### src/core/spi_master_port_pkg.sv
package spi_master_port_pkg;

	// ----------------------------------------------------------------
	// register indices and byte addresses (byte address = 4 * index)
	// ----------------------------------------------------------------
	localparam logic [15:0] IDX_CLK_DIV = 16'h3000;
	localparam logic [15:0] IDX_CLK_CTRL = 16'h3001;
	localparam logic [15:0] IDX_DEV_CFG_LO = 16'h3002;
	localparam logic [15:0] IDX_DEV_CFG_HI = 16'h3003;
	localparam logic [15:0] IDX_CMD_LO = 16'h3004;
	localparam logic [15:0] IDX_CMD_HI = 16'h3005;
	localparam logic [15:0] IDX_STAT_LO = 16'h3006;
	localparam logic [15:0] IDX_STAT_HI = 16'h3007;
	localparam logic [15:0] IDX_DATA_LO = 16'h3008;
	localparam logic [15:0] IDX_DATA_HI = 16'h3009;
	localparam logic [15:0] IDX_INT_STAT = 16'h300A;
	localparam logic [15:0] IDX_INT_MASK = 16'h300B;

	localparam logic [15:0] A_CLK_DIV = IDX_CLK_DIV << 2;
	localparam logic [15:0] A_CLK_CTRL = IDX_CLK_CTRL << 2;
	localparam logic [15:0] A_DEV_CFG_LO = IDX_DEV_CFG_LO << 2;
	localparam logic [15:0] A_DEV_CFG_HI = IDX_DEV_CFG_HI << 2;
	localparam logic [15:0] A_CMD_LO = IDX_CMD_LO << 2;
	localparam logic [15:0] A_CMD_HI = IDX_CMD_HI << 2;
	localparam logic [15:0] A_STAT_LO = IDX_STAT_LO << 2;
	localparam logic [15:0] A_STAT_HI = IDX_STAT_HI << 2;
	localparam logic [15:0] A_DATA_LO = IDX_DATA_LO << 2;
	localparam logic [15:0] A_DATA_HI = IDX_DATA_HI << 2;
	localparam logic [15:0] A_INT_STAT = IDX_INT_STAT << 2;
	localparam logic [15:0] A_INT_MASK = IDX_INT_MASK << 2;

	// ----------------------------------------------------------------
	// field positions
	// ----------------------------------------------------------------
	localparam int unsigned CTRL_EN = 0;
	localparam int unsigned DCFG_STRIDE = 8;
	localparam int unsigned DCFG_CPOL = 0;
	localparam int unsigned DCFG_CPHA = 1;
	localparam int unsigned DCFG_CSHI = 2;
	localparam int unsigned DCFG_DLY = 3;
	localparam int unsigned CMDH_CS = 0;
	localparam int unsigned CMDH_CLEN = 2;
	localparam int unsigned CMDH_START = 8;
	localparam int unsigned ST_BUSY = 0;
	localparam int unsigned ST_WAITDATA = 1;
	localparam int unsigned INT_CHAR = 0;
	localparam int unsigned INT_FRAME = 1;

	// ----------------------------------------------------------------
	// reset values and counts
	// ----------------------------------------------------------------
	localparam logic [15:0] CLK_DIV_RST = 16'h0003;
	localparam logic [15:0] CLK_CTRL_RST = 16'h0000;
	localparam logic [31:0] DEV_CFG_RST = 32'h0000_0000;
	localparam logic [15:0] CMD_LO_RST = 16'h0000;
	localparam logic [15:0] CMD_HI_RST = 16'h001C;
	localparam logic [3:0] CS_IDLE_RST = 4'hF;
	localparam logic [15:0] HALF_LIMIT_MIN = 16'h0001;

	typedef enum logic [2:0] {
		S_IDLE,
		S_LEAD,
		S_WAIT,
		S_SHIFT,
		S_TRAIL
	} xfer_state_e;

endpackage

### src/core/char_shifter.sv
`timescale 1ns/10ps
`default_nettype none
module char_shifter
	import spi_master_port_pkg::*;
(
	// clock and reset
	input wire logic core_clk,
	input wire logic arst_n,
	// control
	input wire logic load,
	input wire logic [4:0] len_m1,
	input wire logic [31:0] data,
	input wire logic cpha,
	input wire logic launch,
	input wire logic sample,
	// serial
	input wire logic rx_in,
	output logic tx_bit,
	output logic [31:0] rx_word
);
	logic [31:0] sh_q;
	logic [31:0] aligned;

	// msb first: move the character to the top of the register
	assign aligned = data << (5'd31 - len_m1);

	always_ff @(posedge core_clk or negedge arst_n) begin
		if (!arst_n) begin
			sh_q <= 32'h0000_0000;
			tx_bit <= 1'b0;
		end else if (load) begin
			if (!cpha) begin
				tx_bit <= aligned[31];
				sh_q <= aligned << 1;
			end else begin
				sh_q <= aligned;
			end
		end else if (launch) begin
			tx_bit <= sh_q[31];
			sh_q <= sh_q << 1;
		end
	end

	always_ff @(posedge core_clk or negedge arst_n) begin
		if (!arst_n) begin
			rx_word <= 32'h0000_0000;
		end else if (load) begin
			rx_word <= 32'h0000_0000;
		end else if (sample) begin
			rx_word <= {rx_word[30:0], rx_in};
		end
	end
endmodule
`default_nettype wire

### src/core/half_tick_gen.sv
`timescale 1ns/10ps
`default_nettype none
module half_tick_gen
	import spi_master_port_pkg::*;
(
	// clock and reset
	input wire logic core_clk,
	input wire logic arst_n,
	// control
	input wire logic run,
	input wire logic [15:0] div,
	// half-period strobe
	output logic tick
);
	logic [15:0] cnt_q;
	logic [15:0] limit;

	// at least two system clocks per half period
	assign limit = (div < HALF_LIMIT_MIN) ? HALF_LIMIT_MIN : div;
	assign tick = run && (cnt_q >= limit);

	always_ff @(posedge core_clk or negedge arst_n) begin
		if (!arst_n) begin
			cnt_q <= 16'h0000;
		end else if (!run || tick) begin
			cnt_q <= 16'h0000;
		end else begin
			cnt_q <= cnt_q + 16'h0001;
		end
	end
endmodule
`default_nettype wire

### src/core/spi_master_port.sv
`timescale 1ns/10ps
`default_nettype none
module spi_master_port
	import spi_master_port_pkg::*;
(
	// clock and reset
	input wire logic core_clk,
	input wire logic arst_n,
	// apb slave
	input wire logic psel,
	input wire logic penable,
	input wire logic pwrite,
	input wire logic [15:0] paddr,
	input wire logic [31:0] pwdata,
	output logic [31:0] prdata,
	output logic pready,
	output logic pslverr,
	// serial link
	output logic serial_clk,
	output logic [3:0] chip_select_pins,
	output logic serial_tx,
	input wire logic serial_rx,
	// interrupt
	output logic irq
);
	// ----------------------------------------------------------------
	// registers
	// ----------------------------------------------------------------
	logic [15:0] clk_div_q;
	logic [15:0] clk_ctrl_q;
	logic [31:0] dev_cfg_q;
	logic [15:0] cmd_lo_q;
	logic [15:0] cmd_hi_q;
	logic [31:0] tx_data_q;
	logic [31:0] rx_data_q;
	logic tx_pending_q;
	logic [1:0] int_stat_q;
	logic [1:0] int_mask_q;
	logic [31:0] prdata_q;
	logic pready_q;
	logic pslverr_q;
	logic irq_q;

	xfer_state_e state_q;
	logic [5:0] edge_q;
	logic [2:0] lead_q;
	logic [11:0] left_q;
	logic [11:0] done_cnt_q;
	logic [1:0] cur_cs_q;
	logic [4:0] cur_len_q;
	logic cur_cpol_q;
	logic cur_cpha_q;
	logic cur_cshi_q;
	logic sclk_q;
	logic [3:0] cs_q;
	logic char_end_q;

	// ----------------------------------------------------------------
	// bus decode
	// ----------------------------------------------------------------
	logic acc;
	logic wr;
	logic hit;
	logic [31:0] rd_mux;

	assign acc = psel && penable && pready_q;
	assign wr = acc && pwrite && hit;

	always_comb begin
		hit = 1'b1;
		rd_mux = 32'h0000_0000;
		case (paddr)
			A_CLK_DIV: rd_mux[15:0] = clk_div_q;
			A_CLK_CTRL: rd_mux[15:0] = clk_ctrl_q;
			A_DEV_CFG_LO: rd_mux[15:0] = dev_cfg_q[15:0];
			A_DEV_CFG_HI: rd_mux[15:0] = dev_cfg_q[31:16];
			A_CMD_LO: rd_mux[15:0] = cmd_lo_q;
			A_CMD_HI: rd_mux[15:0] = cmd_hi_q;
			A_STAT_LO: begin
				rd_mux[ST_BUSY] = (state_q != S_IDLE);
				rd_mux[ST_WAITDATA] = (state_q == S_WAIT);
			end
			A_STAT_HI: rd_mux[11:0] = done_cnt_q;
			A_DATA_LO: rd_mux[15:0] = rx_data_q[15:0];
			A_DATA_HI: rd_mux[15:0] = rx_data_q[31:16];
			A_INT_STAT: rd_mux[1:0] = int_stat_q;
			A_INT_MASK: rd_mux[1:0] = int_mask_q;
			default: hit = 1'b0;
		endcase
	end

	// one wait state: pready rises in the second access cycle
	always_ff @(posedge core_clk or negedge arst_n) begin
		if (!arst_n) begin
			pready_q <= 1'b0;
			pslverr_q <= 1'b0;
			prdata_q <= 32'h0000_0000;
		end else if (psel && penable && !pready_q) begin
			pready_q <= 1'b1;
			pslverr_q <= !hit;
			prdata_q <= pwrite ? 32'h0000_0000 : rd_mux;
		end else begin
			pready_q <= 1'b0;
			pslverr_q <= 1'b0;
		end
	end

	// ----------------------------------------------------------------
	// configuration registers
	// ----------------------------------------------------------------
	always_ff @(posedge core_clk or negedge arst_n) begin
		if (!arst_n) begin
			clk_div_q <= CLK_DIV_RST;
			clk_ctrl_q <= CLK_CTRL_RST;
			dev_cfg_q <= DEV_CFG_RST;
			cmd_lo_q <= CMD_LO_RST;
			cmd_hi_q <= CMD_HI_RST;
			int_mask_q <= 2'h0;
		end else if (wr) begin
			case (paddr)
				A_CLK_DIV: clk_div_q <= pwdata[15:0];
				A_CLK_CTRL: clk_ctrl_q <= pwdata[15:0];
				A_DEV_CFG_LO: dev_cfg_q[15:0] <= pwdata[15:0];
				A_DEV_CFG_HI: dev_cfg_q[31:16] <= pwdata[15:0];
				A_CMD_LO: cmd_lo_q <= pwdata[15:0];
				A_CMD_HI: cmd_hi_q <= {pwdata[15:9], 1'b0, pwdata[7:0]};
				A_INT_MASK: int_mask_q <= pwdata[1:0];
				default: ;
			endcase
		end
	end

	always_ff @(posedge core_clk or negedge arst_n) begin
		if (!arst_n) begin
			tx_data_q <= 32'h0000_0000;
		end else if (wr && paddr == A_DATA_LO) begin
			tx_data_q[15:0] <= pwdata[15:0];
		end else if (wr && paddr == A_DATA_HI) begin
			tx_data_q[31:16] <= pwdata[15:0];
		end
	end

	// ----------------------------------------------------------------
	// transfer engine
	// ----------------------------------------------------------------
	logic tick;
	logic start;
	logic load;
	logic leading;
	logic launch;
	logic sample;
	logic last_edge;
	logic [7:0] sel_cfg;
	logic [31:0] rx_word;
	logic tx_bit;

	assign sel_cfg = dev_cfg_q[pwdata[CMDH_CS +: 2] * DCFG_STRIDE +: 8];
	assign start = wr && paddr == A_CMD_HI && pwdata[CMDH_START] && clk_ctrl_q[CTRL_EN]
		&& state_q == S_IDLE;
	assign load = state_q == S_WAIT && tx_pending_q;
	assign leading = !edge_q[0];
	assign last_edge = edge_q == {cur_len_q, 1'b1};
	assign launch = state_q == S_SHIFT && tick
		&& (cur_cpha_q ? leading : (!leading && !last_edge));
	assign sample = state_q == S_SHIFT && tick && (cur_cpha_q ? !leading : leading);

	half_tick_gen u_tick (
		.core_clk(core_clk),
		.arst_n(arst_n),
		.run(state_q != S_IDLE),
		.div(clk_div_q),
		.tick(tick)
	);

	char_shifter u_shift (
		.core_clk(core_clk),
		.arst_n(arst_n),
		.load(load),
		.len_m1(cur_len_q),
		.data(tx_data_q),
		.cpha(cur_cpha_q),
		.launch(launch),
		.sample(sample),
		.rx_in(serial_rx),
		.tx_bit(tx_bit),
		.rx_word(rx_word)
	);

	// a write to the upper data half marks a character ready to send
	always_ff @(posedge core_clk or negedge arst_n) begin
		if (!arst_n) begin
			tx_pending_q <= 1'b0;
		end else if (wr && paddr == A_DATA_HI) begin
			tx_pending_q <= 1'b1;
		end else if (load) begin
			tx_pending_q <= 1'b0;
		end
	end

	// settings of the selected device are frozen for the frame
	always_ff @(posedge core_clk or negedge arst_n) begin
		if (!arst_n) begin
			cur_cs_q <= 2'h0;
			cur_len_q <= 5'h1F;
			cur_cpol_q <= 1'b0;
			cur_cpha_q <= 1'b0;
			cur_cshi_q <= 1'b0;
		end else if (start) begin
			cur_cs_q <= pwdata[CMDH_CS +: 2];
			cur_len_q <= pwdata[CMDH_CLEN +: 5];
			cur_cpol_q <= sel_cfg[DCFG_CPOL];
			cur_cpha_q <= sel_cfg[DCFG_CPHA];
			cur_cshi_q <= sel_cfg[DCFG_CSHI];
		end
	end

	always_ff @(posedge core_clk or negedge arst_n) begin
		if (!arst_n) begin
			state_q <= S_IDLE;
			edge_q <= 6'h00;
			lead_q <= 3'h0;
			left_q <= 12'h000;
		end else begin
			case (state_q)
				S_IDLE: begin
					if (start) begin
						state_q <= S_LEAD;
						// one base clock cycle plus the programmed delay
						lead_q <= {sel_cfg[DCFG_DLY +: 2], 1'b1};
						left_q <= cmd_lo_q[11:0];
					end
				end
				S_LEAD: begin
					if (tick) begin
						if (lead_q == 3'h0) begin
							state_q <= S_WAIT;
						end else begin
							lead_q <= lead_q - 3'h1;
						end
					end
				end
				S_WAIT: begin
					if (load) begin
						state_q <= S_SHIFT;
						edge_q <= 6'h00;
					end
				end
				S_SHIFT: begin
					if (tick) begin
						edge_q <= edge_q + 6'h01;
						if (last_edge) begin
							if (left_q == 12'h000) begin
								state_q <= S_TRAIL;
							end else begin
								left_q <= left_q - 12'h001;
								state_q <= S_WAIT;
							end
						end
					end
				end
				S_TRAIL: begin
					if (tick) begin
						state_q <= S_IDLE;
					end
				end
				default: state_q <= S_IDLE;
			endcase
		end
	end

	// ----------------------------------------------------------------
	// serial pins
	// ----------------------------------------------------------------
	always_ff @(posedge core_clk or negedge arst_n) begin
		if (!arst_n) begin
			sclk_q <= 1'b0;
		end else if (state_q == S_SHIFT && tick) begin
			sclk_q <= !sclk_q;
		end else if (state_q != S_SHIFT) begin
			sclk_q <= start ? sel_cfg[DCFG_CPOL] : cur_cpol_q;
		end
	end

	always_ff @(posedge core_clk or negedge arst_n) begin
		if (!arst_n) begin
			cs_q <= CS_IDLE_RST;
		end else begin
			for (int i = 0; i < 4; i++) begin
				if (state_q != S_IDLE && cur_cs_q == 2'(i)) begin
					cs_q[i] <= cur_cshi_q;
				end else begin
					cs_q[i] <= !dev_cfg_q[i * DCFG_STRIDE + DCFG_CSHI];
				end
			end
		end
	end

	// ----------------------------------------------------------------
	// completion, status and interrupt
	// ----------------------------------------------------------------
	logic [1:0] int_set;
	logic [1:0] int_clr;

	assign int_set[INT_CHAR] = char_end_q;
	assign int_set[INT_FRAME] = state_q == S_TRAIL && tick;
	assign int_clr = (wr && paddr == A_INT_STAT) ? pwdata[1:0] : 2'h0;

	always_ff @(posedge core_clk or negedge arst_n) begin
		if (!arst_n) begin
			char_end_q <= 1'b0;
			rx_data_q <= 32'h0000_0000;
			done_cnt_q <= 12'h000;
		end else begin
			char_end_q <= state_q == S_SHIFT && tick && last_edge;
			if (char_end_q) begin
				rx_data_q <= rx_word;
				done_cnt_q <= done_cnt_q + 12'h001;
			end else if (start) begin
				done_cnt_q <= 12'h000;
			end
		end
	end

	// set wins over a simultaneous clear
	always_ff @(posedge core_clk or negedge arst_n) begin
		if (!arst_n) begin
			int_stat_q <= 2'h0;
		end else begin
			int_stat_q <= (int_stat_q & ~int_clr) | int_set;
		end
	end

	always_ff @(posedge core_clk or negedge arst_n) begin
		if (!arst_n) begin
			irq_q <= 1'b0;
		end else begin
			irq_q <= |(int_stat_q & int_mask_q);
		end
	end

	assign prdata = prdata_q;
	assign pready = pready_q;
	assign pslverr = pslverr_q;
	assign serial_clk = sclk_q;
	assign chip_select_pins = cs_q;
	assign serial_tx = tx_bit;
	assign irq = irq_q;
endmodule
`default_nettype wire

### config.mk
export PLATFORM = sky130hd
export DESIGN_NAME = spi_master_port
export DESIGN_NICKNAME = d
export VERILOG_FILES = /design/src/core/spi_master_port_pkg.sv /design/src/core/char_shifter.sv /design/src/core/half_tick_gen.sv /design/src/core/spi_master_port.sv
export SDC_FILE = /design/constraint.sdc
export NUM_CORES = 1
export LEC_CHECK = 0
export ABC_AREA = 1
export BUFFER_PORTS_ARGS = -buffer_cell sky130_fd_sc_hd__buf_2
export CAP_MARGIN = 25
export CORE_MARGIN = 2
export CORE_UTILIZATION = 50
export DETAILED_ROUTE_END_ITERATION = 12
export PLACE_DENSITY = 0.67
export SYNTH_ARGS = -nofsm -noshare
export SYNTH_HDL_FRONTEND = slang
export SYNTH_SLANG_ARGS = --single-unit
### constraint.sdc
create_clock -name core_clk -period 3.9 [get_ports core_clk]
set_input_delay 0.78 -clock core_clk [delete_from_list [all_inputs] [get_ports core_clk]]
set_output_delay 0.78 -clock core_clk [all_outputs]
set_load 0.1 [all_outputs]
==> parameters.txt, run 1 <==
Parameter                              Value

Status
  Result of the run ... finished, final reports clean

Clocking
  Post-CTS repair timing setup buffer count ... 0
  Clock latency of the later-clocked register in the worst-skew pair ... 0.53 ns
  CTS Hold Buffers Added ... 0
  TritonCTS clock tree ... done
  Buffer type at the clock tree root ... clkbuf_16
  CTS sink count ... 316
  Buffers from clock root to sink, at most ... 3
  Level count of the clock H-tree ... 2
  Number of gates resized after cts ... 0
  CTS clk-pin slew, worst paths ... 0.06 ns
  Number of clock buffers inserted by TritonCTS ... 36

Synthesis
  Synthesized-area fraction occupied by xor and xnor cells ... 0.00609
  Post-synthesis adder-cell area fraction ... 0.0159
  Gate count of the mapped netlist ... 2342
  Sequential-to-total area share from yosys stat ... 0.459
  Synthesis Warnings ... 0
  Number of synthesized register bits ... 316
  Post-synthesis cell type count ... 45
  Largest family of logic cells by synthesized area ... simple AND/OR/NAND/NOR gates
  Area share of and/or/nand/nor cells after synthesis ... 0.277
  Mux contribution to synthesized area ... 0.000580
  Synthesized area per cell ... 7.37 um^2
  Synthesized-area fraction occupied by ao, oa, aoi and oai cells ... 0.147
  Combined area of all synthesized cells ... 0.0173 mm^2

Setup path
  Critical path's largest stage delay ... 0.53 ns
  Worst Path Required ... 4.33 ns
  Master of the slowest instance on the critical path ... nand2_2
  Crit path DAT ... 3.70 ns
  Sequence of cells on the critical path ... inv_1 > nand4_1 > o41ai_1 > ha_1 > nand2_1 > nor3_1 > nand2_1 > nand3_1 > nand2_1 > or2_1 > nand2_2 > o21ai_0 > o21ai_0
  Cell type with the highest occurrence count on the critical path ... nand2_1
  Bufs and invs on worst path ... 1
  Top cell family by delay on the critical path ... simple AND/OR/NAND/NOR gates
  Startpoint type of the worst setup path ... register
  Critical path capture point type ... register
  Startpoint-to-endpoint class of the critical path ... reg2reg
  Maximum fanout along the worst path ... 38

STA
  Total count of max-transition violations in the final report ... 0
  Final clock skew ... 0.0133 ns
  Smallest hold slack ... 0.278 ns
  Number of failing setup endpoints in the final timing report ... 0
  Setup repair after global routing missed its margin ... no
  Time the worst path needs with I/O delays and setup ... 3.27 ns
  Slew headroom ... 0.309
  Hold violation total from the final report ... 0
  Sum Neg Setup Slack ... 0 ns
  Peak clock frequency supported by timing ... 306 MHz
  Actual transition at the worst max-transition pin ... 1.04 ns
  Period utilisation layout ... 0.838

Pwr
  Max rail drop VDD ... 0.347 mV
  LEAKAGE ... 9.44 nW
  PwrDens ... 370 mW/mm^2

Place
  Port-buffer cells ... 62
  Number of instances in the placed design ... 2773
  Post-DP HPWL ... 32800 um
  Placer Congestion ... 0.908

Routing
  Mean number of vias per cell ... 5.49
  First-pass iteration count of the detailed router ... 5
  Iteration-0 DRC Markers ... 1602
  Count of nets left with antenna violations after detail routing ... 0
  Post-Route WL ... 47900 um
  Vias after detailed routing ... 15600
  Drt wl/cell ... 16.9 um
  DRC violation count after routing ... 0

Die
  Die W ... 190 um
  Placeable core area ... 0.0343 mm^2
  Row Count ... 68
  Floorplan die area ... 0.0360 mm^2
  Height of the die ... 190 um
  Boundary pin count ... 95
  Initial core utilization ... 0.504

Final layout
  Non-filler instance count after layout ... 2841
  Utilization of the core after routing ... 0.563
  Number of nets in the final layout ... 2435
  Signed area change from the synthesized netlist to the final layout ... 11.8%
  Share of final-layout standard cells stronger than drive strength 1 ... 0.0960
  Register area ... 0.00793 mm^2
  Number of diodes ... 0
  Combined area of the multi-input logic cells ... 0.00777 mm^2
  Fill cell count ... 3260

GRT
  Overflow left after global routing ... 0
  First-pass GRT wire length ... 77900 um
  Largest net degree at the start of global routing ... 96
  Via count of the first global-routing pass ... 14800
  Number of antenna violations at the first check in global routing ... 0
  Total GRT Usage ... 0.271

Run
  Max cap viols ... 0

Worst hold path
  Class of the tightest hold or removal check ... in2async
==> cell families (layout without fill, tap and decap cells) <==
| group | count (synthesis) | after routing |
|---|---|---|
| AO/OA/AOI/OAI | 469 | 469 |
| XOR/XNOR | 12 | 12 |
| adder cells (fa/ha/maj) | 22 | 22 |
| buffers and inverters | 393 | 422 |
| flip-flops | 316 | 316 |
| multiplexers | 1 | 1 |
| other | 1 | 16 |
| AND/OR/NAND/NOR | 1128 | 1128 |
==> cells in the final DEF (no fill, tap or decap), drive strengths merged, types with 16 or more instances in the layout <==
master | synthesis | final
nand2 | 653 | 653
dfrtp | 302 | 302
o21ai | 281 | 281
inv | 240 | 242
nand3 | 213 | 213
nor2 | 179 | 179
buf | 71 | 110
a21oi | 96 | 96
o22ai | 59 | 59
clkbuf | 75 | 46
nand4 | 31 | 31
ha | 22 | 22
nor3 | 20 | 20
or2 | 17 | 17
conb | 1 | 16
==> registers in the layout, indices dropped and copies added (netlist names), 32 cells and up <==
name,count
dev_cfg_q,32
rx_data_q,32
tx_data_q,32
u_shift.rx_word,32
u_shift.sh_q,32
==> path summary, 6_finish.rpt <==
path                                     from               to  slack (ns)  cells past startpoint
worst min-delay path                   arst_n  u_shift.sh_q[8]        0.28                      1
worst min register to register   clk_div_q[0]     clk_div_q[0]        0.47                      2
max in group asynchronous              arst_n      cmd_hi_q[2]        2.74                      2
worst max register to register  clk_div_q[13]  u_shift.sh_q[4]        0.63                     13
min in group core_clk            clk_div_q[0]     clk_div_q[0]        0.47                      2
worst max-delay path            clk_div_q[13]  u_shift.sh_q[4]        0.63                     13
==> cells in the mapped netlist, drive strengths merged <==
cell type,n,area share
nand2,653,0.14
dfrtp,302,0.44
o21ai,281,0.081
inv,240,0.052
nand3,213,0.064
nor2,179,0.041
a21oi,96,0.030
clkbuf,75,0.016
buf,71,0.024
o22ai,59,0.021
nand4,31,0.011
ha,22,0.016
nor3,20,0.0058
or2,17,0.0062
o211ai,15,0.0065
dfstp,14,0.021
xor2,8,0.0041
and2,7,0.0025
clkinv,7,0.0015
a31oi,5,0.0018
nor3b,5,0.0022
o31ai,4,0.0017
xnor2,4,0.0020
nor4,3,0.0011
o21a,2,0.00087
o21bai,2,0.00087
a211oi,1,0.00043
a221oi,1,0.00051
conb,1,0.00022
mux2i,1,0.00058
o221a,1,0.00065
o221ai,1,0.00051
o41ai,1,0.00051
==> layout make-up <==
class                   count  share of cell area
multi-input cells        1648               0.403
inverters                 247              0.0480
flip-flops and latches    316               0.411
well taps                 455              0.0295
repair buffers            110              0.0437
clock inverters            19              0.0138
clock buffers              46              0.0517
==> where the power goes <==
group	internal [W]	switching, W
clock	0.00216	0.00144
combinational	0.0000333	0.000219
sequential	0.00328	0.000000501
==> per-stage QoR <==
| step | power [W] | instance area (um^2) | setup slack [ns] |
|---|---|---|---|
| after global placement | 0.00359 | 17900 | 0.686 |
| final | 0.00714 | 19300 | 0.630 |
| after detailed placement | 0.00359 | 18000 | 0.662 |
| after global routing | 0.00735 | 19300 | 0.303 |
| after CTS | 0.00719 | 19200 | 0.655 |
| after floorplan | 0.00347 | 17300 | 1.45 |
==> layer usage <==
| metal | track usage | vias to the layer above | routed length (um) |
|---|---|---|---|
| li1 | - | 7626 | - |
| met5 | 0 | - | 0 |
| met1 | 0.372 | 7355 | 21000 |
| met4 | 0.0805 | 0 | 1240 |
| met2 | 0.440 | 539 | 22200 |
| met3 | 0.0481 | 86 | 3410 |
(Power assumes the default switching activity.)
==> run 2: changes to the inputs <==
clock period = 3.1 ns   (was 3.9 ns; I/O delays follow)
==> run 2 against run 1 <==
Against the previous run:
- setup slack got worse by 0.38 ns
- critical path depth increased by 5
- cell count increased by 0.95%
- global-route usage increased by 0.070 points
- via count decreased by 0.20%
- sequential share of layout area decreased by 0.22 points
- non-clock buffer count increased by 25
- critical path type unchanged
- largest cell class unchanged
==> parameters.txt, run 2 (same netlist as run 1, synthesis figures left out) <==
Parameter                              Value

Status
  Result of the run ... finished, final reports clean

STA
  Actual transition at the worst max-transition pin ... 0.778 ns
  Smallest hold slack ... 0.0792 ns
  Final clock skew ... 0.0199 ns
  Sum Neg Setup Slack ... 0 ns
  Setup slack of the critical path after layout ... 0.247 ns
  Setup repair after global routing missed its margin ... no
  Total count of max-transition violations in the final report ... 0
  Hold violation total from the final report ... 0
  Number of failing setup endpoints in the final timing report ... 0
  Time the worst path needs with I/O delays and setup ... 2.85 ns
  Slew headroom ... 0.481
  Period utilisation layout ... 0.920
  Peak clock frequency supported by timing ... 351 MHz

Die
  Floorplan die area ... 0.0360 mm^2
  Placeable core area ... 0.0343 mm^2
  Initial core utilization ... 0.504
  Boundary pin count ... 95
  Row Count ... 68
  Die W ... 190 um
  Height of the die ... 190 um

Final layout
  Fill cell count ... 3188
  Number of diodes ... 0
  Number of nets in the final layout ... 2461
  Share of final-layout standard cells stronger than drive strength 1 ... 0.104
  Signed area change from the synthesized netlist to the final layout ... 12.4%
  Most frequent cells in the layout ... nand2_1 (649), dfrtp_1 (301), inv_1 (237)
  Most common cell after layout, fill and taps aside ... nand2_1

Clocking
  Number of gates resized after cts ... 0
  CTS sink count ... 316
  TritonCTS clock tree ... done
  Post-CTS repair timing setup buffer count ... 0
  CTS Hold Buffers Added ... 0
  Number of clock buffers inserted by TritonCTS ... 37
  CTS clk-pin slew, worst paths ... 0.06 ns
  Buffers from clock root to sink, at most ... 3
  Clock latency of the later-clocked register in the worst-skew pair ... 0.54 ns
  Level count of the clock H-tree ... 2
  Buffer type at the clock tree root ... clkbuf_16

Setup path
  Startpoint-to-endpoint class of the critical path ... reg2reg
  Master of the slowest instance on the critical path ... o41ai_1
  Startpoint type of the worst setup path ... register
  Worst Path Required ... 3.55 ns
  Length in cells of the worst reg-to-reg path ... 18
  Worst r2r src ... clk_div_q[8]
  Worst-case register-to-register setup slack ... 0.25 ns
  Critical path capture point type ... register
  Sequence of cells on the critical path ... inv_1 > nand4_1 > o41ai_1 > ha_1 > inv_1 > a21oi_1 > o21ai_0 > nand2_1 > nand2_1 > nand2_1 > nand3_1 > nand2_2 > inv_1 > nand2_2 > buf_12 > buf_4 > nor2_1 > a21oi_1
  Capturing point of the worst reg2reg path ... u_shift.rx_word[26]
  Maximum fanout along the worst path ... 38
  Top cell family by delay on the critical path ... simple AND/OR/NAND/NOR gates
  Bufs and invs on worst path ... 5
  Crit path DAT ... 3.31 ns
  Critical path's largest stage delay ... 0.41 ns

Pwr
  LEAKAGE ... 9.52 nW
  Max rail drop VDD ... 0.468 mV
  PwrDens ... 453 mW/mm^2

Run
  Max cap viols ... 0

GRT
  First-pass GRT wire length ... 77800 um
  Overflow left after global routing ... 0
  Total GRT Usage ... 0.272
  Largest net degree at the start of global routing ... 91
  Number of antenna violations at the first check in global routing ... 0
  Via count of the first global-routing pass ... 14700

Routing
  Post-Route WL ... 47600 um
  First-pass iteration count of the detailed router ... 6
  DRC violation count after routing ... 0
  Count of nets left with antenna violations after detail routing ... 0
  Drt wl/cell ... 16.6 um
  Iteration-0 DRC Markers ... 1338
  Mean number of vias per cell ... 5.43
  Vias after detailed routing ... 15600

Place
  Port-buffer cells ... 62
  Setup WS pre-CTS ... 0.192 ns
  Placer Congestion ... 0.904
  Post-DP HPWL ... 33000 um

Worst hold path
  Class of the tightest hold or removal check ... in2async
## run 2: changes by cell type in the layout (fill, tap and decap cells not counted), sizes merged
cell / previous run / this run
buf: 110 / 135
clkbuf: 46 / 55
clkinvlp: 4 / 2
inv: 242 / 241
clkinv: 15 / 14
bufinv: 5 / 2
## run 2: how the worst max path moves through the flow
| stage | slack, ns | to | from | cells after the start |
|---|---|---|---|---|
| 3_5_place_dp | 0.19 | left_q[10] | paddr[9] | 13 |
| 6_report | 0.25 | u_shift.rx_word[26] | clk_div_q[8] | 18 |
| 5_1_grt | 0.03 | u_shift.rx_word[26] | clk_div_q[8] | 18 |
| 2_1_floorplan | 0.66 | u_shift.tx_bit | clk_div_q[9] | 17 |
| 4_1_cts | 0.23 | u_shift.rx_word[0] | clk_div_q[8] | 18 |
| 3_3_place_gp | 0.23 | left_q[5] | paddr[11] | 13 |
## run 2: worst reg2reg max path: cells and delay by family, from the launching register on
kind / cells / cell delay, ns
DFF: 1 / 0.38
adders and majority gates: 1 / 0.20
AOI/OAI and AO/OA: 4 / 0.70
and+or+nand+nor: 8 / 0.85
buffers and inverters: 5 / 0.65
## run 2: report_power, final
group | total, W | internal, W | switching [W]
clock | 0.00435 | 0.00262 | 0.00173
sequential | 0.00413 | 0.00413 | 0.000000659
combinational | 0.000320 | 0.0000449 | 0.000275
total | 0.00880 | 0.00679 | 0.00201
## run 2: layout make-up
| cell class | count | area, um^2 | share of cell area |
|---|---|---|---|
| tap | 455 | 569 | 0.0293 |
| clock buffer | 55 | 1100 | 0.0565 |
| multi-input combinational | 1648 | 7780 | 0.401 |
| inverter | 247 | 927 | 0.0478 |
| sequential | 316 | 7930 | 0.408 |
| timing repair buffer | 135 | 993 | 0.0512 |
| clock inverter | 12 | 119 | 0.00612 |
## run 2: metrics by stage
step	utilization	total power (W)	instance area [um^2]	std cells
2_1_floorplan	-	0.00436	17300	2357
3_3_place_gp	0.531	0.00452	18200	2801
3_5_place_dp	0.531	0.00453	18200	2801
4_1_cts	0.566	0.00889	19400	2868
5_1_grt	0.566	0.00909	19400	2868
6_report	0.566	0.00880	19400	2868
## run 2: layer usage
layer / track usage / part of all wire / up-vias
li1: - / - / 7691
met1: 0.380 / 0.44 / 7313
met2: 0.431 / 0.46 / 479
met3: 0.0469 / 0.072 / 92
met4: 0.0865 / 0.030 / 0
met5: 0 / 0 / -
